### src/hdl/dvq_defs.svh
// Offsets, field positions and reset values of the data value qualifier.
`ifndef DVQ_DEFS_SVH
`define DVQ_DEFS_SVH

// Register byte offsets on the APB port.
`define DVQ_OFF_CTRL_ZERO 12'h000
`define DVQ_OFF_CTRL_TWO 12'h004
`define DVQ_OFF_STATUS 12'h008
`define DVQ_OFF_VALUE_ONE 12'h00c
`define DVQ_OFF_VALUE_TWO 12'h010

// Fields of debug_control_zero.
`define DVQ_C0_U1_RD 0
`define DVQ_C0_U1_WR 1
`define DVQ_C0_U2_RD 2
`define DVQ_C0_U2_WR 3
`define DVQ_C0_WIDTH 4

// Fields of debug_control_two.
`define DVQ_C2_U1_BE_LSB 0
`define DVQ_C2_U2_BE_LSB 4
`define DVQ_C2_U1_MODE_LSB 8
`define DVQ_C2_U2_MODE_LSB 10
`define DVQ_C2_ASYNC 12
`define DVQ_C2_WIDTH 13

// Fields of debug_event_status.
`define DVQ_ST_HITS_LSB 0
`define DVQ_ST_IMPRECISE 4
`define DVQ_ST_STOPPED 5

// Compare mode encodings.
`define DVQ_MODE_NONE 2'h0
`define DVQ_MODE_AND 2'h1
`define DVQ_MODE_OR 2'h2
`define DVQ_MODE_ANDOR 2'h3

// Reset values.
`define DVQ_RST_CTRL_ZERO 4'h0
`define DVQ_RST_CTRL_TWO 13'h0000
`define DVQ_RST_VALUE 32'h0000_0000
`define DVQ_RST_HITS 4'h0

`endif

### src/hdl/dvq_pkg.sv
// Types shared by the data value qualifier and its bench.
package dvq_pkg;

   // Storage access kinds reported by the load/store pipeline.
   typedef enum logic [4:0] {
      OP_NONE,
      OP_LOAD,
      OP_STORE,
      OP_STORE_COND,
      OP_STRING_LOAD,
      OP_STRING_STORE,
      OP_BLK_ZERO,
      OP_BLK_INVAL,
      OP_BLK_STORE,
      OP_BLK_FLUSH,
      OP_DTOUCH,
      OP_DTOUCH_ST,
      OP_ITOUCH,
      OP_BLK_ALLOC,
      OP_IBLK_INVAL,
      OP_DCACHE_INVAL_ALL,
      OP_DCACHE_INDEX_READ,
      OP_ICACHE_INVAL_ALL,
      OP_ICACHE_INDEX_READ
   } dvq_op_t;

   // One storage access as seen by the debug logic.
   typedef struct packed {
      logic valid;
      dvq_op_t op;
      logic [31:0] addr;
      logic [2:0] size;
      logic [31:0] data;
      logic [1:0] addr_hit;
      logic caching_inhibited;
      logic storage_fault;
      logic tlb_miss;
      logic reserved_ok;
      logic string_byte_count_zero;
   } dvq_access_t;

   // Run or stop state of the core as steered by debug events.
   typedef enum logic {
      ST_RUN,
      ST_STOP
   } dvq_state_t;

endpackage : dvq_pkg

### src/hdl/dvq_lane_cmp.sv
// Byte lane comparator of one value compare unit.
`timescale 1ns/1ps
`include "dvq_defs.svh"

module dvq_lane_cmp #(
   parameter int LANES = 4
) (
   input wire logic [8*LANES-1:0] value,
   input wire logic [8*LANES-1:0] data,
   input wire logic [LANES-1:0] accessed,
   input wire logic [LANES-1:0] enables,
   input wire logic [1:0] mode,
   output logic match
);

   logic [LANES-1:0] lane_ok;
   logic all_ok;
   logic any_ok;
   logic pair_lo_ok;
   logic pair_hi_ok;

   // A lane matches when it carries data and the byte equals the compare byte; lane 0 is the MSB.
   genvar i;
   generate
      for (i = 0; i < LANES; i++) begin : g_lane
         assign lane_ok[i] = accessed[i] &&
            (data[8*(LANES-1-i) +: 8] == value[8*(LANES-1-i) +: 8]);
      end
   endgenerate

   // Every enabled lane must match, and at least one lane must be enabled.
   assign all_ok = (enables != '0) && (&(~enables | lane_ok));
   assign any_ok = |(enables & lane_ok);
   assign pair_lo_ok = (enables[1:0] != 2'h0) && (&(~enables[1:0] | lane_ok[1:0]));
   assign pair_hi_ok = (enables[3:2] != 2'h0) && (&(~enables[3:2] | lane_ok[3:2]));

   // Mode selects the combination; the undefined encoding never matches.
   always_comb begin
      match = 1'b0;
      unique case (mode)
         `DVQ_MODE_AND: match = all_ok;
         `DVQ_MODE_OR: match = any_ok;
         `DVQ_MODE_ANDOR: match = pair_lo_ok || pair_hi_ok;
         `DVQ_MODE_NONE: match = 1'b0;
      endcase
   end

endmodule : dvq_lane_cmp

### src/hdl/dvq_top.sv
// Data address and data value compare qualifier with its APB register file.
//
// What this block does
// - Block zero and block invalidate count as writes for address compare.
// - Block store and block flush count as writes for address compare.
// - Touches count as reads; touches turned into no-ops raise no event.
// - Block allocate is a no-op and never raises an event.
// - Instruction block invalidate counts as a read.
// - Whole cache invalidates and index reads never raise events.
// - Conditional store without reservation raises no write event.
// - String accesses with zero byte count raise no events.
// - Value events need address conditions met, then a data match.
// - Two independent four byte compare value registers.
// - Value events set the shared read or write status bits.
// - Zero lane enables disable the value event; non-zero enables it.
// - Enable bits 0 to 3 map to lanes 0 to 3, lane 0 MSB.
// - A lane matches only when transferred and equal to the compare byte.
// - Only bytes inside the aligned word of the starting byte count.
// - Mode 01 needs every enabled lane accessed and matching.
// - Mode 10 needs at least one enabled lane accessed and matching.
// - Mode 11 applies the all-lanes test per lane pair, ORed.
// - Value events follow the async handling bit like address events.
// - Every access of a multi-access instruction is judged on its own.
// - Synchronous external or wait mode: record, suppress, stop at instruction.
// - Internal mode with interrupts off: flag imprecise, continue, interrupt later.
//
// Design decisions made here: the APB slave port and the register offsets.
`timescale 1ns/1ps
`include "dvq_defs.svh"

module dvq_top #(
   parameter int UNITS = 2,
   parameter int LANES = 4
) (
   input wire logic CLK,
   input wire logic RST,
   // APB slave.
   input wire logic PSEL,
   input wire logic PENABLE,
   input wire logic PWRITE,
   input wire logic [11:0] PADDR,
   input wire logic [31:0] PWDATA,
   output logic [31:0] PRDATA,
   output logic PREADY,
   output logic PSLVERR,
   // Storage access from the load/store pipeline.
   input wire dvq_pkg::dvq_access_t ACCESS,
   // Debug mode state of the core.
   input wire logic EXT_DEBUG_MODE,
   input wire logic DEBUG_WAIT_MODE,
   input wire logic INT_DEBUG_MODE,
   input wire logic DEBUG_INTERRUPT_ENABLE,
   input wire logic RESUME,
   // Event handling toward the pipeline and debug control.
   output logic [3:0] EVENT_HIT,
   output logic SUPPRESS,
   output logic STOPPED,
   output logic DEBUG_IRQ
);

   // Software visible state.
   logic [`DVQ_C0_WIDTH-1:0] debug_control_zero_q;
   logic [`DVQ_C2_WIDTH-1:0] debug_control_two_q;
   logic [31:0] value_compare_reg_one_q;
   logic [31:0] value_compare_reg_two_q;
   logic [3:0] hits_q;
   logic [3:0] hits_d;
   logic imprecise_event_flag_q;
   logic imprecise_d;
   dvq_pkg::dvq_state_t state_q;

   // Bus side state.
   logic [31:0] prdata_q;
   logic pready_q;
   logic pslverr_q;
   logic [3:0] event_hit_q;
   logic suppress_q;
   logic irq_q;

   // Control field views.
   logic [3:0] unit1_lane_enables;
   logic [3:0] unit2_lane_enables;
   logic [1:0] unit1_compare_mode;
   logic [1:0] unit2_compare_mode;
   logic async_event_handling;

   assign unit1_lane_enables = debug_control_two_q[`DVQ_C2_U1_BE_LSB +: 4];
   assign unit2_lane_enables = debug_control_two_q[`DVQ_C2_U2_BE_LSB +: 4];
   assign unit1_compare_mode = debug_control_two_q[`DVQ_C2_U1_MODE_LSB +: 2];
   assign unit2_compare_mode = debug_control_two_q[`DVQ_C2_U2_MODE_LSB +: 2];
   assign async_event_handling = debug_control_two_q[`DVQ_C2_ASYNC];

   // Accesses that count as writes for address compare.
   function automatic logic op_is_write(input dvq_pkg::dvq_op_t op);
      unique case (op)
         dvq_pkg::OP_STORE,
         dvq_pkg::OP_STORE_COND,
         dvq_pkg::OP_STRING_STORE: op_is_write = 1'b1;
         dvq_pkg::OP_BLK_ZERO,
         dvq_pkg::OP_BLK_INVAL: op_is_write = 1'b1;
         dvq_pkg::OP_BLK_STORE,
         dvq_pkg::OP_BLK_FLUSH: op_is_write = 1'b1;
         default: op_is_write = 1'b0;
      endcase
   endfunction : op_is_write

   // Accesses that count as reads; allocate and address-less cache operations are neither.
   function automatic logic op_is_read(input dvq_pkg::dvq_op_t op);
      unique case (op)
         dvq_pkg::OP_LOAD,
         dvq_pkg::OP_STRING_LOAD: op_is_read = 1'b1;
         dvq_pkg::OP_DTOUCH,
         dvq_pkg::OP_DTOUCH_ST,
         dvq_pkg::OP_ITOUCH: op_is_read = 1'b1;
         dvq_pkg::OP_IBLK_INVAL: op_is_read = 1'b1;
         dvq_pkg::OP_BLK_ALLOC: op_is_read = 1'b0;
         dvq_pkg::OP_DCACHE_INVAL_ALL,
         dvq_pkg::OP_DCACHE_INDEX_READ,
         dvq_pkg::OP_ICACHE_INVAL_ALL,
         dvq_pkg::OP_ICACHE_INDEX_READ: op_is_read = 1'b0;
         default: op_is_read = 1'b0;
      endcase
   endfunction : op_is_read

   // Touch operations, which become no-ops on some conditions.
   function automatic logic op_is_touch(input dvq_pkg::dvq_op_t op);
      op_is_touch = (op == dvq_pkg::OP_DTOUCH) || (op == dvq_pkg::OP_DTOUCH_ST) ||
         (op == dvq_pkg::OP_ITOUCH);
   endfunction : op_is_touch

   // Operations that carry data for the value compare.
   function automatic logic op_has_value(input dvq_pkg::dvq_op_t op);
      op_has_value = (op == dvq_pkg::OP_LOAD) || (op == dvq_pkg::OP_STORE) ||
         (op == dvq_pkg::OP_STORE_COND) || (op == dvq_pkg::OP_STRING_LOAD) ||
         (op == dvq_pkg::OP_STRING_STORE) || (op == dvq_pkg::OP_BLK_ZERO);
   endfunction : op_has_value

   // Lanes inside the aligned word of the starting byte; bytes past lane 3 are dropped.
   function automatic logic [3:0] lane_mask(input logic [1:0] off, input logic [2:0] size);
      logic [3:0] m;
      logic [3:0] stop;
      m = 4'h0;
      stop = {2'h0, off} + {1'b0, size};
      for (int i = 0; i < 4; i++) begin
         m[i] = (4'(i) >= {2'h0, off}) && (4'(i) < stop);
      end
      lane_mask = m;
   endfunction : lane_mask

   // Qualification of the present access, judged per access.
   logic acc_blocked;
   logic touch_noop;
   logic acc_rd;
   logic acc_wr;
   logic [3:0] accessed;
   logic [31:0] acc_data;
   logic [UNITS-1:0] value_match;
   logic [3:0] event_now;
   logic any_event;

   // A zero count string transfer or a failed conditional store touches no storage.
   assign acc_blocked = !ACCESS.valid || ACCESS.string_byte_count_zero;
   assign touch_noop = op_is_touch(ACCESS.op) &&
      (ACCESS.caching_inhibited || ACCESS.storage_fault || ACCESS.tlb_miss);
   assign acc_rd = !acc_blocked && op_is_read(ACCESS.op) && !touch_noop;
   assign acc_wr = !acc_blocked && op_is_write(ACCESS.op) &&
      !((ACCESS.op == dvq_pkg::OP_STORE_COND) && !ACCESS.reserved_ok);
   assign accessed = lane_mask(ACCESS.addr[1:0], ACCESS.size);

   // Block zero writes zeros whatever the pipeline shows on its data bus.
   assign acc_data = (ACCESS.op == dvq_pkg::OP_BLK_ZERO) ? 32'h0000_0000 : ACCESS.data;

   // Two independent lane comparators, one per compare value register.
   dvq_lane_cmp #(
      .LANES(LANES)
   ) u_cmp_one (
      .value(value_compare_reg_one_q),
      .data(acc_data),
      .accessed(accessed),
      .enables(unit1_lane_enables),
      .mode(unit1_compare_mode),
      .match(value_match[0])
   );

   dvq_lane_cmp #(
      .LANES(LANES)
   ) u_cmp_two (
      .value(value_compare_reg_two_q),
      .data(acc_data),
      .accessed(accessed),
      .enables(unit2_lane_enables),
      .mode(unit2_compare_mode),
      .match(value_match[1])
   );

   // Per unit events: address compare alone with zero enables, else address plus value.
   always_comb begin
      logic u1_val;
      logic u2_val;
      u1_val = unit1_lane_enables != 4'h0;
      u2_val = unit2_lane_enables != 4'h0;
      event_now[0] = acc_rd && ACCESS.addr_hit[0] && debug_control_zero_q[`DVQ_C0_U1_RD] &&
         (!u1_val || (op_has_value(ACCESS.op) && value_match[0]));
      event_now[1] = acc_wr && ACCESS.addr_hit[0] && debug_control_zero_q[`DVQ_C0_U1_WR] &&
         (!u1_val || (op_has_value(ACCESS.op) && value_match[0]));
      event_now[2] = acc_rd && ACCESS.addr_hit[1] && debug_control_zero_q[`DVQ_C0_U2_RD] &&
         (!u2_val || (op_has_value(ACCESS.op) && value_match[1]));
      event_now[3] = acc_wr && ACCESS.addr_hit[1] && debug_control_zero_q[`DVQ_C0_U2_WR] &&
         (!u2_val || (op_has_value(ACCESS.op) && value_match[1]));
   end

   assign any_event = |event_now;

   // Handling context of an event.
   logic stop_mode;
   logic int_only_off;
   logic do_suppress;
   logic apb_write;
   logic apb_setup;
   logic [3:0] hit_clear;

   assign stop_mode = EXT_DEBUG_MODE || DEBUG_WAIT_MODE;
   assign int_only_off = INT_DEBUG_MODE && !stop_mode && !DEBUG_INTERRUPT_ENABLE;
   // Only synchronous handling holds the instruction back, in stop or interrupt context.
   assign do_suppress = any_event && !async_event_handling &&
      (stop_mode || (INT_DEBUG_MODE && DEBUG_INTERRUPT_ENABLE));

   assign apb_setup = PSEL && !PENABLE;
   assign apb_write = PSEL && PENABLE && PWRITE && pready_q;
   assign hit_clear = (apb_write && (PADDR == `DVQ_OFF_STATUS)) ?
      PWDATA[`DVQ_ST_HITS_LSB +: 4] : 4'h0;

   // Status hit bits are write one to clear; a new event in the same cycle wins.
   assign hits_d = (hits_q & ~hit_clear) | event_now;
   assign imprecise_d = (imprecise_event_flag_q &&
      !(apb_write && (PADDR == `DVQ_OFF_STATUS) && PWDATA[`DVQ_ST_IMPRECISE])) ||
      (any_event && int_only_off);

   // Control registers written by software.
   always_ff @(posedge CLK or posedge RST) begin
      if (RST) begin
         debug_control_zero_q <= `DVQ_RST_CTRL_ZERO;
         debug_control_two_q <= `DVQ_RST_CTRL_TWO;
         value_compare_reg_one_q <= `DVQ_RST_VALUE;
         value_compare_reg_two_q <= `DVQ_RST_VALUE;
      end else if (apb_write) begin
         unique case (PADDR)
            `DVQ_OFF_CTRL_ZERO: debug_control_zero_q <= PWDATA[`DVQ_C0_WIDTH-1:0];
            `DVQ_OFF_CTRL_TWO: debug_control_two_q <= PWDATA[`DVQ_C2_WIDTH-1:0];
            `DVQ_OFF_VALUE_ONE: value_compare_reg_one_q <= PWDATA;
            `DVQ_OFF_VALUE_TWO: value_compare_reg_two_q <= PWDATA;
            default: ;
         endcase
      end
   end

   // Sticky event status.
   always_ff @(posedge CLK or posedge RST) begin
      if (RST) begin
         hits_q <= `DVQ_RST_HITS;
         imprecise_event_flag_q <= 1'b0;
      end else begin
         hits_q <= hits_d;
         imprecise_event_flag_q <= imprecise_d;
      end
   end

   // Stop state: entered on any event in external or wait mode, left on resume.
   always_ff @(posedge CLK or posedge RST) begin
      if (RST) begin
         state_q <= dvq_pkg::ST_RUN;
      end else begin
         unique case (state_q)
            dvq_pkg::ST_RUN: if (any_event && stop_mode) state_q <= dvq_pkg::ST_STOP;
            dvq_pkg::ST_STOP: if (RESUME) state_q <= dvq_pkg::ST_RUN;
         endcase
      end
   end

   // Event pulses and suppression toward the pipeline.
   always_ff @(posedge CLK or posedge RST) begin
      if (RST) begin
         event_hit_q <= 4'h0;
         suppress_q <= 1'b0;
      end else begin
         event_hit_q <= event_now;
         suppress_q <= do_suppress;
      end
   end

   // Debug interrupt stands in internal mode outside external or wait mode, while interrupts are on and a hit is still recorded.
   always_ff @(posedge CLK or posedge RST) begin
      if (RST) begin
         irq_q <= 1'b0;
      end else begin
         irq_q <= INT_DEBUG_MODE && !stop_mode && DEBUG_INTERRUPT_ENABLE &&
            (hits_d != 4'h0);
      end
   end

   // APB answer: data and error are prepared in setup, ready rises for one access cycle.
   always_ff @(posedge CLK or posedge RST) begin
      if (RST) begin
         prdata_q <= 32'h0000_0000;
         pready_q <= 1'b0;
         pslverr_q <= 1'b0;
      end else begin
         pready_q <= apb_setup;
         if (apb_setup) begin
            pslverr_q <= 1'b0;
            prdata_q <= 32'h0000_0000;
            unique case (PADDR)
               `DVQ_OFF_CTRL_ZERO: prdata_q <= {28'h0, debug_control_zero_q};
               `DVQ_OFF_CTRL_TWO: prdata_q <= {19'h0, debug_control_two_q};
               `DVQ_OFF_STATUS: prdata_q <= {26'h0, state_q == dvq_pkg::ST_STOP,
                  imprecise_event_flag_q, hits_q};
               `DVQ_OFF_VALUE_ONE: prdata_q <= value_compare_reg_one_q;
               `DVQ_OFF_VALUE_TWO: prdata_q <= value_compare_reg_two_q;
               default: pslverr_q <= 1'b1;
            endcase
         end else begin
            pslverr_q <= 1'b0;
         end
      end
   end

   assign PRDATA = prdata_q;
   assign PREADY = pready_q;
   assign PSLVERR = pslverr_q;
   assign EVENT_HIT = event_hit_q;
   assign SUPPRESS = suppress_q;
   assign STOPPED = state_q == dvq_pkg::ST_STOP;
   assign DEBUG_IRQ = irq_q;

endmodule : dvq_top

### config.mk
export PLATFORM = sky130hd
export DESIGN_NAME = dvq_top
export DESIGN_NICKNAME = d
export VERILOG_FILES = /design/src/hdl/dvq_pkg.sv /design/src/hdl/dvq_lane_cmp.sv /design/src/hdl/dvq_top.sv
export VERILOG_INCLUDE_DIRS = /design/src /design/src/hdl
export SDC_FILE = /design/constraint.sdc
export NUM_CORES = 1
export LEC_CHECK = 0
export ABC_AREA = 1
export BUFFER_PORTS_ARGS = -buffer_cell sky130_fd_sc_hd__buf_2
export CAP_MARGIN = 0
export CORE_MARGIN = 2
export CORE_UTILIZATION = 54
export CTS_CLUSTER_DIAMETER = 60
export DETAILED_ROUTE_END_ITERATION = 12
export PLACE_DENSITY = 0.81
export SETUP_SLACK_MARGIN = 0.2
export SLEW_MARGIN = 20
export SYNTH_ARGS = -nofsm -noshare
export SYNTH_HDL_FRONTEND = slang
export SYNTH_SLANG_ARGS = --single-unit
### constraint.sdc
create_clock -name CLK -period 5.9 [get_ports CLK]
set_input_delay 1.18 -clock CLK [delete_from_list [all_inputs] [get_ports CLK]]
set_output_delay 1.18 -clock CLK [all_outputs]
set_load 0.1 [all_outputs]
After elaboration in Yosys (flattened, before gate mapping):

Memory sizes are Yosys's and may differ from the RTL's.
Index checks and enable logic that the tools add are counted.

* bits in registers: 127
* word-level logic and storage cells: 188
* ROM bits: 32
* memories: 1
* output and inout bits: 41

Memory list
* (name not given): depth 32, bits a word 1, read ports 1, clocked after memory_dff 0, wr ports 0, RTL line dvq_top.sv:109 `unique case (op)`

* muxes and demuxes: 11
* equal/unequal tests: 30
* reduce and logical (&&, ||, !) cells: 107
* bitwise logic cells: 18
* $add $sub $neg: 1
* magnitude comparators: 7

Operators with widths (number)
* 32-bit case mux with 5 select lines: 1
* 8-bit == test: 8
* 1-bit logical AND: 53
* 32-bit two-way mux: 1
* 5-bit by 4-bit == test with 1-bit output, second input constant: 5
* 12-bit by 4-bit == test with 1-bit output, second input constant: 2
* 5-bit by 3-bit == test with 1-bit output, second input constant: 4
* 1-bit logical OR: 17
* 2-bit AND reduction: 8
* 4-bit AND: 3
* 12-bit by 3-bit == test with 1-bit output, second input constant: 1
* 12-bit by 5-bit == test with 1-bit output, second input constant: 1
* 1-bit zero test: 12
* 12-bit zero test: 1
* 4-bit NOT: 3
* 4-bit bitwise OR: 3
* 4-bit nonzero test: 3
* 4-bit OR reduction: 3
* 5-bit by 2-bit == test with 1-bit output, second input constant: 2
* 2-bit == test, second input constant: 4
* 1-bit by 4-bit < comparator with 1-bit output, first input constant: 2
* 2-bit by 4-bit < comparator with 1-bit output, first input constant: 2
* 2-bit NOT: 4
* 2-bit bitwise OR: 4
* other kinds (15): 27

Depth between registers and ports, before layout:

Gate-level depths: netlist of run 1.

* depth after elaboration: 16
* depth in mapped cells: 22
* gate-level depth less buffers: 21

Cells and area by module:

From an unflattened synthesis of run 1, not the netlist that was laid out.

* cells, all modules: 1105
* area total of the unflattened synthesis: 7604.8 µm²

By module, submodules not included
* dvq_top: area an instance 6133.4 µm², instances 1, cells an instance 757, seq. area each 3178.0 µm²
* dvq_lane_cmp: area an instance 735.7 µm², instances 2, cells an instance 174, seq. area each 0.0 µm²

Worst setup path before layout of run 1:

OpenSTA, ideal clock, no wires.

* path type: input -> register
* start: in ACCESS[39] (netlist name)
* end: reg suppress_q (netlist: SUPPRESS)
* path buffers: 0
* setup time: 0.066 ns
* stages: 16
* setup slack: 2.640 ns
* arrival time: 3.194 ns
* cells stage by stage: ha_1 -> fa_1 -> nand2_1 -> a21boi_0 -> nand2_1 -> nor2_1 -> nand3_1 -> nand2_1 -> nand2_1 -> or2_1 -> nand3_1 -> nand3_1 -> nand2_1 -> nand2_1 -> nand4_1 -> and2_1

* longest elaborated chain between the ends: 15
* elaborated cells between the ends (all ways): 53

Ends and longest elaborated chain
* start, declared: RTL line dvq_top.sv:47 `input wire dvq_pkg::dvq_access_t ACCESS,`
* 2-bit by 3-bit adder with 4-bit output (*): RTL line dvq_top.sv:143 `stop = {2'h0, off} + {1'b0, size};`
* 1-bit by 4-bit < comparator with 1-bit output / 2-bit by 4-bit < comparator with 1-bit output (equally long branches): RTL line dvq_top.sv:145 `m[i] = (4'(i) >= {2'h0, off}) && (4'(i) < stop);`
* 1-bit logical AND: RTL line dvq_top.sv:145
* 1-bit logical AND: RTL line dvq_lane_cmp.sv:26 `assign lane_ok[i] = accessed[i] &&`
* 2-bit bitwise OR (on tied branches): RTL line dvq_lane_cmp.sv:34, dvq_lane_cmp.sv:35
* 2-bit AND reduction (on tied branches): RTL line dvq_lane_cmp.sv:34, dvq_lane_cmp.sv:35
* 1-bit logical AND (on tied branches): RTL line dvq_lane_cmp.sv:34, dvq_lane_cmp.sv:35
* 1-bit logical OR: RTL line dvq_lane_cmp.sv:43 `` `DVQ_MODE_ANDOR: match = pair_lo_ok || pair_hi_ok; ``
* 1-bit case mux with 4 select lines: RTL line dvq_lane_cmp.sv:40 `unique case (mode)`
* 1-bit logical AND (on tied branches)
* 1-bit logical OR (on tied branches)
* 1-bit logical AND (on tied branches)
* 4-bit OR reduction (*): RTL line dvq_top.sv:212 `assign any_event = |event_now;`
* 1-bit logical AND (*) (2 in series): RTL line dvq_top.sv:225 `assign do_suppress = any_event && !async_event_handling &&`
* named net do_suppress: RTL line dvq_top.sv:217 `logic do_suppress;`
* end signal, assigned: RTL line dvq_top.sv:287 `suppress_q <= do_suppress;`
* end, declared: RTL line dvq_top.sv:77 `logic suppress_q;`

Mark *: on every way through the listed nets, which the timed path passes. The rest lies on a longest branch.
A chain may end at the register's enable or synchronous reset.

Worst setup path in the final report of run 1:

* start: in PADDR[7]
* end: reg debug_control_two_q[8]

* longest elaborated chain between the ends: 2

Ends and longest elaborated chain
* start, declared: RTL line dvq_top.sv:41 `input wire logic [11:0] PADDR,`
* 12-bit by 3-bit == test with 1-bit output: RTL line dvq_top.sv:247 `unique case (PADDR)`
* 2-bit AND reduction (no line)
* end signal, assigned: RTL line dvq_top.sv:243 `` debug_control_two_q <= `DVQ_RST_CTRL_TWO; ``
* end signal, assigned: RTL line dvq_top.sv:249 `` `DVQ_OFF_CTRL_TWO: debug_control_two_q <= PWDATA[`DVQ_C2_WIDTH-1:0]; ``
* end, declared: RTL line dvq_top.sv:63 `` logic [`DVQ_C2_WIDTH-1:0] debug_control_two_q; ``

No other way between the ends.

==> results_dict.tcl, run 1 <==
set metrics [dict create \
    crit_chain "buf_2 > nor2_1 > inv_1 > nor3_1 > inv_1 > nor4_1 > nand3_1 > o21ai_0" \
    met2_usage_pct 45.8 \
    drt_iter0_drc 768 \
    grt_max_degree 81 \
    num_rows 41 \
    tns_ns 0 \
    netlist_top_cells_area "dfrtp_1 (45%), nand2_1 (16%), o21ai_0 (8.4%)" \
    setup_violations 0 \
    grt.busiest_layer "met2" \
    hold_ws_ns 0.478 \
    grt_pass1_wl_mm 32.3 \
    hold_path_class "reg2reg" \
    async_flop_share_pct 100 \
    synth.yosys.seq_area_share_pct 45.1 \
    fill_cells 1078 \
    start_kind "input pin" \
    post_drt_wl_per_cell_um 15.6 \
    synth_cell_types 38 \
    use_met3_pct 6.85 \
    synth_top_area_share_pct 45.1 \
    timing.fmax_mhz 261 \
    port-buffer-count 144 \
    wirelength_mm 20.1 \
    p_int_mw 1.63 \
    ys_seq_elements 127 \
    ios 175 \
    switchingPower_mw 0.520 \
    crit_top_cell "inv_1" \
    end_kind "flop" \
    gp_congestion 0.953 \
    ant_nets 0 \
    post_cts_buffers 0 \
    slew_violations 0 \
    yosysTopAreaCell "dfrtp_1" \
    power_frac_seq_pct 40.9 \
    post-place-ws_ns 1.77 \
    syn2layout_area_growth_pct 20.8 \
    gr-usage-met1_pct 40.4 \
    switching_share_pct 24.2 \
    final_layout_size_suffix_gt1_share_pct 17.3 \
    ctsHoldBuffers 0 \
    cp_slowest_stage_delay_ns 0.95 \
    worstSetupPathType "in2reg" \
    power.share.clock_pct 50.2 \
    outcome "complete, no violations" \
    syn_avg_cell_area_um2 7.28 \
    clk_path_buf_depth 2 \
    final-hold-violation-count 0 \
    dpl.hpwl_mm 14.1 \
    total_power_mw 2.15 \
    dr.pass1.iters 6 \
    h-tree-depth 4 \
    grt_overflow_total 0 \
    skew_ns 0.00810 \
    vias_per_cell 5.52 \
    ir_drop_mv 0.152 \
    p_leak_nw 4.35 \
    design_area_um2 8510 \
    placed_cell_area_um2 7900 \
    rsz0062_at_grt "false" \
    grt_use_total_pct 29.5 \
    synth-edff-count 0 \
    drv_cap 0 \
    initial_utilization_pct 55.6 \
    critical_path_buf_inv_count 3 \
    ys.flop_type "dfrtp_1" \
    ys_top_cells_by_count "nand2_1 (295), inv_1 (133), dfrtp_1 (127)" \
    fin_nets 1242 \
    pwr-share-comb_pct 9.0 \
    die-area_um2 14000 \
    coreArea_um2 12700 \
    syn-num-nets 1105 \
    period_needed_ns 3.83 \
    clk-insertion-delay-late_ns 0.43 \
    cp_slowest_cell "nand3_1" \
    grt_pass1_vias 6506 \
    antenna_found_initial 0 \
    cts_resized 0 \
    netlist_instances 968 \
    cts_buffers 17 \
    die_x_um 118 \
    cp.required_ns 6.21 \
    num_antenna_cells 0 \
    fin_crit_sh_pct 65.0 \
    synth_warnings 0 \
    path_max_fanout 26 \
    clk_pin_slew_ns 0.06 \
    cts_sinks 127 \
    vias 7122 \
    worst_ep_arrival_time_ns 4.14 \
    relSlewSlack_pct 30.3 \
    drcViolationCount 0 \
    synth.most_common_cell "nand2_1" \
    power_density_nw_per_um2 253 \
    timing.final.ws_setup_ns 2.07 \
    die_h_um 118 \
    cts_root_buffer "clkbuf_16" \
    synth_area_um2 7050 \
    cts_tree "done" \
    critPathTopFamily "simple AND/OR/NAND/NOR gates" \
    worst_pin_slew_ns 1.04 \
]
[through the flow]
stage / utilization [%] / cells
3_5_place_dp: 62.3 / 1258
5_1_grt: 67.1 / 1290
6_report: 67.1 / 1290
3_3_place_gp: 62.3 / 1258
2_1_floorplan: - / 968
4_1_cts: 67.1 / 1290
[sequential cells by signal, indices dropped and copies added, names as in the netlist]
| register | flops |
|---|---|
| PSLVERR | 1 |
| PRDATA | 32 |
| debug_control_two_q | 13 |
| imprecise_event_flag_q | 1 |
| hits_q | 4 |
| debug_control_zero_q | 4 |
| DEBUG_IRQ | 1 |
| SUPPRESS | 1 |
| PREADY | 1 |
| STOPPED | 1 |
| EVENT_HIT | 4 |
| value_compare_reg_two_q | 32 |
| value_compare_reg_one_q | 32 |
[cells in the final DEF (no fill, tap or decap), types with 4 or more instances in the layout]
master	synthesis	routed
o22ai_1	24	24
o32a_1	4	4
nand3_1	80	79
clkbuf_16	0	17
clkinv_2	0	4
a22o_1	19	19
nand2_1	295	295
nand4_1	14	14
a21oi_1	8	8
o21ai_0	118	118
dfrtp_1	127	127
xor2_1	13	13
buf_2	4	144
inv_1	133	131
nor3_1	7	7
nor2_1	60	60
buf_4	0	8
[power by group through the flow]
| stage | Combinational [mW] | Sequential, mW | Clock, mW |
|---|---|---|---|
| final | 0.193 | 0.878 | 1.08 |
| after global routing | 0.214 | 0.878 | 1.13 |
| after CTS | 0.192 | 0.878 | 1.09 |
| after detailed placement | 0.191 | 0.893 | 0 |
| after global placement | 0.187 | 0.893 | 0 |
| after floorplan | 0.0880 | 0.922 | 0 |
[path summary, 6_finish.rpt]
check,start,endpoint,depth (start not counted),slack [ns]
worst max-delay path,PADDR[7],debug_control_two_q[8],8,2.07
worst min-delay path,PRDATA[5],PRDATA[5],2,0.48
worst max register to register,PREADY,debug_control_two_q[8],4,3.68
worst min register to register,PRDATA[5],PRDATA[5],2,0.48
max in group asynchronous,RST,PRDATA[20],3,3.73
min in group asynchronous,RST,value_compare_reg_one_q[6],2,0.98
[worst reg2reg max path: stages (launching register included)]
cell	delay, ns
dfrtp_1	0.33
nand2_1	0.05
nor2_1	0.40
nand3_1	0.79
o21ai_0	0.53
[metal layers]
layer  part of all wire [%]  wire, um
met1                     42      8450
met3                    9.6      1920
met2                     46      9330
met5                      0         0
met4                    2.1       423
[final cells by class]
cell class                      count  area (um^2)  area share (%)
Multi-Input combinational cell    672         3220            37.8
Inverter                          135          509            5.99
Clock buffer                       22          474            5.57
Sequential cell                   127         3180            37.4
Tap cell                          172          215            2.53
Clock inverter                     10          134            1.57
Timing Repair Buffer              152          781            9.18
[logic make-up after synthesis]
kind of cell               share of synthesized area (%)
adders and majority gates                          0.639
xor gates and xnor gates                            1.86
DFF                                                 45.1
AOI/OAI and AO/OA                                   15.4
and+or+nand+nor                                     27.6
buffers and inverters                               9.39
No activity file was read; power rests on OpenSTA's default activity.
==> run 2, diff against run 1 <==
--- a/config.mk
+++ b/config.mk
@@ -6,14 +6,14 @@
 export SDC_FILE = /design/constraint.sdc
 export NUM_CORES = 1
 export LEC_CHECK = 0
-export ABC_AREA = 1
+export ABC_AREA = 0
 export BUFFER_PORTS_ARGS = -buffer_cell sky130_fd_sc_hd__buf_2
 export CAP_MARGIN = 0
 export CORE_MARGIN = 2
-export CORE_UTILIZATION = 54
+export CORE_UTILIZATION = 49
 export CTS_CLUSTER_DIAMETER = 60
 export DETAILED_ROUTE_END_ITERATION = 12
-export PLACE_DENSITY = 0.81
+export PLACE_DENSITY = 0.78
 export SETUP_SLACK_MARGIN = 0.2
 export SLEW_MARGIN = 20
 export SYNTH_ARGS = -nofsm -noshare
==> constraint.sdc (replaced) <==
create_clock -name CLK -period 3.1 [get_ports CLK]
set_input_delay 0.62 -clock CLK [delete_from_list [all_inputs] [get_ports CLK]]
set_output_delay 0.62 -clock CLK [all_outputs]
set_load 0.1 [all_outputs]
==> run 2 against run 1 <==
Net effect: non-clock buffer count grew 34; sequential power grew 90%; routed wire length decreased by 0.42%; sequential share of layout area decreased by 1.3 points; sequential cell count stayed put; synthesized cell count down 30%; count of clock-buffer cells in the layout up 4; worst setup slack lost 1.9 ns; worst hold slack got worse by 0.20 ns; via count fell by 10%; final cell count is 19% lower.
==> results_dict.tcl, run 2 <==
set metrics [dict create \
    ios 175 \
    die-area_um2 15000 \
    setup_violations 0 \
    final-seq-area_um2 3180 \
    synth-edff-count 0 \
    reg2reg_from "value_compare_reg_one_q[1]" \
    grt.busiest_layer "met2" \
    rr_worst_depth 10 \
    cts_sinks 127 \
    layout_commonest_cell "buf_2" \
    timing.rr.end "hits_q[1]" \
    ant_nets 0 \
    synthSimpleGateAreaFrac_pct 14.1 \
    drv_cap 0 \
    gp_congestion 0.922 \
    start_kind "input pin" \
    multiInputGateArea_um2 3610 \
    cts_tree "done" \
    power.share.clock_pct 48.3 \
    switchingPower_mw 0.945 \
    reg2reg_slack_ns 0.36 \
    drcViolationCount 0 \
    die_x_um 123 \
    h-tree-depth 4 \
    grt_overflow_total 0 \
    cp_slowest_cell "a221o_1" \
    synth_warnings 0 \
    die_h_um 123 \
    gr-usage-met1_pct 36.5 \
    pwr-share-comb_pct 9.7 \
    crit_chain "buf_8 > ha_4 > fa_2 > or2_4 > o21ai_4 > a221oi_2 > and3_1 > and3_4 > o22a_1 > a221o_1 > a31oi_4 > o21ai_2 > o311a_1" \
    total_power_mw 3.97 \
    synth_top_area_share_pct 46.1 \
    use_met3_pct 6.13 \
    num_antenna_cells 0 \
    synth_cell_types 60 \
    syn_avg_cell_area_um2 10.2 \
    vias 6389 \
    initial_utilization_pct 49.9 \
    clk-insertion-delay-late_ns 0.42 \
    dpl.hpwl_mm 14.4 \
    grt_max_degree 56 \
    fin_crit_sh_pct 93.9 \
    dr.pass1.iters 8 \
    cts_root_buffer "clkbuf_16" \
    async_flop_share_pct 100 \
    fin_nets 987 \
    final_cell_mix "buf_2 (142), dfrtp_1 (127), mux2_2 (74)" \
    end_kind "flop" \
    cp_slowest_stage_delay_ns 0.34 \
    slew_violations 0 \
    outcome "complete, no violations" \
    port-buffer-count 144 \
    worst_pin_slew_ns 0.633 \
    power_frac_seq_pct 42.1 \
    cts_buffers 17 \
    timing.fmax_mhz 343 \
    p_int_mw 3.03 \
    synth_area_um2 6900 \
    wirelength_mm 20.0 \
    relSlewSlack_pct 57.7 \
    p_leak_nw 4.15 \
    yosys.area_share.adder_pct 0.653 \
    ir_drop_mv 0.366 \
    vias_per_cell 6.13 \
    drt_iter0_drc 595 \
    grt_pass1_wl_mm 31.8 \
    cp.required_ns 3.41 \
    netlist_top_cells_area "dfrtp_1 (46%), mux2_2 (12%), o21ai_0 (3.3%)" \
    met2_usage_pct 45.4 \
    synth.yosys.seq_area_share_pct 46.1 \
    synth-xor-area-share_pct 3.55 \
    synth.area.mux_share_pct 12.1 \
    post_drt_wl_per_cell_um 19.2 \
    tns_ns 0 \
    antenna_found_initial 1 \
    syn2layout_area_growth_pct 27.6 \
    grt_pass1_vias 6097 \
    fill_cells 1120 \
    switching_share_pct 23.8 \
    period_needed_ns 2.91 \
    ctsHoldBuffers 0 \
    synth-compound-area-share_pct 20.3 \
    worstSetupPathType "in2reg" \
    num_rows 43 \
    final-hold-violation-count 0 \
    grt_use_total_pct 27.8 \
    synth_top_family_by_area "compound AO/OA/AOI/OAI gates" \
    yosysTopAreaCell "dfrtp_1" \
    ys.flop_type "dfrtp_1" \
    path_max_fanout 5 \
    ys_seq_elements 127 \
    ys_top_cells_by_count "dfrtp_1 (127), mux2_2 (74), nand2_1 (61)" \
    skew_ns 0.00890 \
    clk_pin_slew_ns 0.05 \
    netlist_instances 674 \
    final_layout_size_suffix_gt1_share_pct 36.3 \
    worst_ep_arrival_time_ns 3.22 \
    coreArea_um2 13800 \
    clk_path_buf_depth 2 \
    hold_path_class "in2async" \
    syn-num-nets 811 \
    rsz0062_at_grt "true" \
    synth.most_common_cell "dfrtp_1" \
    power_density_nw_per_um2 451 \
]
-- run 2: area by class of cell --
cell class	count	area share (%)
clock buffers	26	5.44
multi-input cells	491	41.0
well taps	180	2.56
clock inverters	6	0.938
flip-flops and latches	127	36.1
inverters	27	1.19
repair buffers	186	12.7
-- run 2: cells by family after synthesis --
| logic type | after synthesis |
|---|---|
| DFF | 127 |
| adders and majority gates | 3 |
| and+or+nand+nor | 185 |
| xor gates and xnor gates | 28 |
| AOI/OAI and AO/OA | 201 |
| muxes | 74 |
| buffers and inverters | 56 |
-- run 2: how the worst max path moves through the flow --
stage / slack [ns] / startpoint / end
floorplan: 0.06 / ACCESS[39] / DEBUG_IRQ
global placement: -0.24 / ACCESS[42] / DEBUG_IRQ
finish: 0.19 / ACCESS[42] / DEBUG_IRQ
CTS: 0.21 / ACCESS[39] / DEBUG_IRQ
global route: 0.11 / ACCESS[42] / DEBUG_IRQ
detailed placement: -0.27 / ACCESS[42] / imprecise_event_flag_q
-- run 2: routing by layer --
| metal | vias to the layer above | routed length, um |
|---|---|---|
| met3 | 39 | 1530 |
| met4 | 0 | 541 |
| li1 | 2930 | - |
| met5 | - | 0 |
| met2 | 297 | 9530 |
| met1 | 3123 | 8430 |
-- run 2: worst max-delay path: cells and delay by family --
kind	cells	cell delay, ns
compound gates	7	1.41
simple gates	3	0.60
buf+inv	1	0.10
fa+ha+maj	2	0.49
-- run 2: what timing repair did --
action	CTS	global route
setup endpoints to repair	3	8
resized for setup	7	15
setup buffers	1	1
pin swaps	11	8
endpoints found under the hold margin	0	0
-- run 2: power groups by stage --
stage	logic [mW]	clock network, mW	registers (mW)
2_1_floorplan	0.141	0	1.75
3_3_place_gp	0.367	0	1.70
3_5_place_dp	0.372	0	1.70
4_1_cts	0.377	1.94	1.67
5_1_grt	0.418	2.02	1.67
6_report	0.384	1.92	1.67
-- run 2: stage by stage --
step	cells	util [%]	hold slack (ns)	cell area (um^2)	setup WS, ns
after floorplan	674	-	0.466	6960	0.0642
after global placement	1009	58.9	0.458	8140	-0.236
after detailed placement	1009	58.9	0.466	8140	-0.273
after CTS	1042	63.2	0.285	8740	0.212
after global routing	1043	63.7	0.320	8800	0.111
final	1043	63.7	0.279	8800	0.189
==> run 3, diff against run 2 <==
--- a/config.mk
+++ b/config.mk
@@ -10,10 +10,10 @@
 export BUFFER_PORTS_ARGS = -buffer_cell sky130_fd_sc_hd__buf_2
 export CAP_MARGIN = 0
 export CORE_MARGIN = 2
-export CORE_UTILIZATION = 49
+export CORE_UTILIZATION = 40
 export CTS_CLUSTER_DIAMETER = 60
 export DETAILED_ROUTE_END_ITERATION = 12
-export PLACE_DENSITY = 0.78
+export PLACE_DENSITY = 0.65
 export SETUP_SLACK_MARGIN = 0.2
 export SLEW_MARGIN = 20
 export SYNTH_ARGS = -nofsm -noshare
==> constraint.sdc (replaced) <==
create_clock -name CLK -period 2.65 [get_ports CLK]
set_input_delay 0.53 -clock CLK [delete_from_list [all_inputs] [get_ports CLK]]
set_output_delay 0.53 -clock CLK [all_outputs]
set_load 0.005 [all_outputs]
==> run 3 against run 2 <==
Net effect: the flow now finishes with violations (setup timing); sequential cell count unchanged; combinational power increased by 13%; clock skew up 0.0021 ns; cell area increased by 7.6%; via count is 2.1% higher; critical path type unchanged; final cell count rose by 7.6%; routed wire length rose by 7.2%; sequential share of layout area is 2.6 points lower; largest power group unchanged.
==> results_dict.tcl, run 3 (synthesis gave the netlist of run 2 again) <==
set metrics [dict create \
    outcome "complete, but fails checks" \
    violations "setup timing" \
    ir_drop_mv 0.460 \
    ios 175 \
    post_drt_wl_per_cell_um 19.2 \
    vias 6520 \
    die-area_um2 18300 \
    timing.final.ws_setup_ns -0.153 \
    cp_slowest_stage_delay_ns 0.33 \
    crit_chain "buf_2 > nor4b_4 > buf_6 > buf_12 > and2_4 > buf_8 > buf_8 > o21ai_2 > o41ai_2 > and3_4 > o22a_1 > a221o_1 > a31oi_4 > o21ai_2 > o311a_1" \
    fin_nets 1021 \
    critPathTopFamily "compound AO/OA/AOI/OAI gates" \
    slew_violations 0 \
    cts_tree "done" \
    clk-insertion-delay-late_ns 0.42 \
    h-tree-depth 4 \
    syn2layout_area_growth_pct 37.4 \
    ant_nets 0 \
    fin_crit_sh_pct 106 \
    antenna_found_initial 0 \
    power_density_nw_per_um2 515 \
    multiInputGateArea_um2 3780 \
    ctsHoldBuffers 0 \
    start_kind "input pin" \
    period_needed_ns 2.80 \
    path_max_fanout 6 \
    relSlewSlack_pct 48.3 \
    setup_violations 10 \
    cts_buffers 17 \
    cp.required_ns 2.95 \
    dpl.hpwl_mm 14.9 \
    grt_max_degree 35 \
    fin_util_pct 55.6 \
    critical_path_buf_inv_count 5 \
    end_kind "flop" \
    final_layout_size_suffix_gt1_share_pct 41.7 \
    worst_ep_arrival_time_ns 3.11 \
    num_rows 48 \
    hold_path_class "in2async" \
    worstSetupPathType "in2reg" \
    num_antenna_cells 0 \
    wirelength_mm 21.5 \
    drt_iter0_drc 559 \
    grt_use_total_pct 24.5 \
    final-seq-area_um2 3180 \
    vias_per_cell 5.81 \
    p_leak_nw 4.43 \
    fill_cells 1494 \
    gp_congestion 0.874 \
    layout_commonest_cell "buf_2" \
    die_h_um 135 \
    skew_ns 0.0110 \
    tns_ns -0.678 \
    total_power_mw 4.88 \
    clk_pin_slew_ns 0.06 \
    dr.pass1.iters 6 \
    grt_pass1_wl_mm 34.5 \
    die_x_um 135 \
    drv_cap 0 \
    grt_overflow_total 0 \
    final_cell_mix "buf_2 (140), dfrtp_1 (127), mux2_2 (74)" \
    coreArea_um2 17100 \
    worst_pin_slew_ns 0.774 \
    final-hold-violation-count 0 \
    cts_sinks 127 \
    timing.fmax_mhz 357 \
    clk_path_buf_depth 2 \
    cts_root_buffer "clkbuf_16" \
    cp_slowest_cell "a221o_1" \
    rsz0062_at_grt "true" \
    drcViolationCount 0 \
    port-buffer-count 144 \
    grt_pass1_vias 6606 \
    initial_utilization_pct 40.4 \
]
[run 3: layout make-up]
class	instances	area share, %
multi-input cells	491	39.8
flip-flops and latches	127	33.5
repair buffers	220	15.8
clock buffers	23	5.04
well taps	225	2.97
clock inverters	9	1.65
inverters	27	1.11
[run 3: through the flow]
step                setup WS (ns)  area, um^2  hold WS (ns)  instances
floorplan                  -0.296        6980         0.466        674
finish                     -0.153        9480         0.248       1122
global placement           -0.572        8410         0.455       1077
global route               -0.245        9480         0.297       1122
detailed placement         -0.647        8410         0.464       1077
CTS                       -0.0911        9400         0.252       1121
[run 3: worst paths after layout]
check | from | to | slack, ns | cells after the start
min reg2reg | PRDATA[5] | PRDATA[5] | 0.47 | 1
max reg2reg | value_compare_reg_one_q[12] | imprecise_event_flag_q | 0.04 | 10
max in group asynchronous | RST | debug_control_two_q[2] | 1.72 | 3
min in group CLK | PWDATA[7] | debug_control_two_q[7] | 0.35 | 3
min | RST | value_compare_reg_one_q[28] | 0.25 | 2
max | ACCESS[76] | DEBUG_IRQ | -0.15 | 15
[run 3: routing by layer]
| metal | part of all wire (%) | routed length, um | track usage, % |
|---|---|---|---|
| met5 | 0 | 0 | 0 |
| met4 | 2.2 | 482 | 9.26 |
| met3 | 6.9 | 1480 | 4.94 |
| met2 | 48 | 10300 | 40.1 |
| met1 | 43 | 9240 | 32.2 |
[run 3: power by group]
| group | total (mW) | internal, mW | switching, mW |
|---|---|---|---|
| clock network | 2.49 | 1.65 | 0.844 |
| registers | 1.95 | 1.95 | 0.00472 |
| logic | 0.434 | 0.197 | 0.237 |
| total | 4.88 | 3.79 | 1.09 |
[run 3: timing repair]
item / 4_1_cts / 5_1_grt
cloned: 1 / 0
pin swaps: 17 / 9
resized for setup: 54 / 18
setup endpoints to repair: 12 / 12
setup buffers: 11 / 1
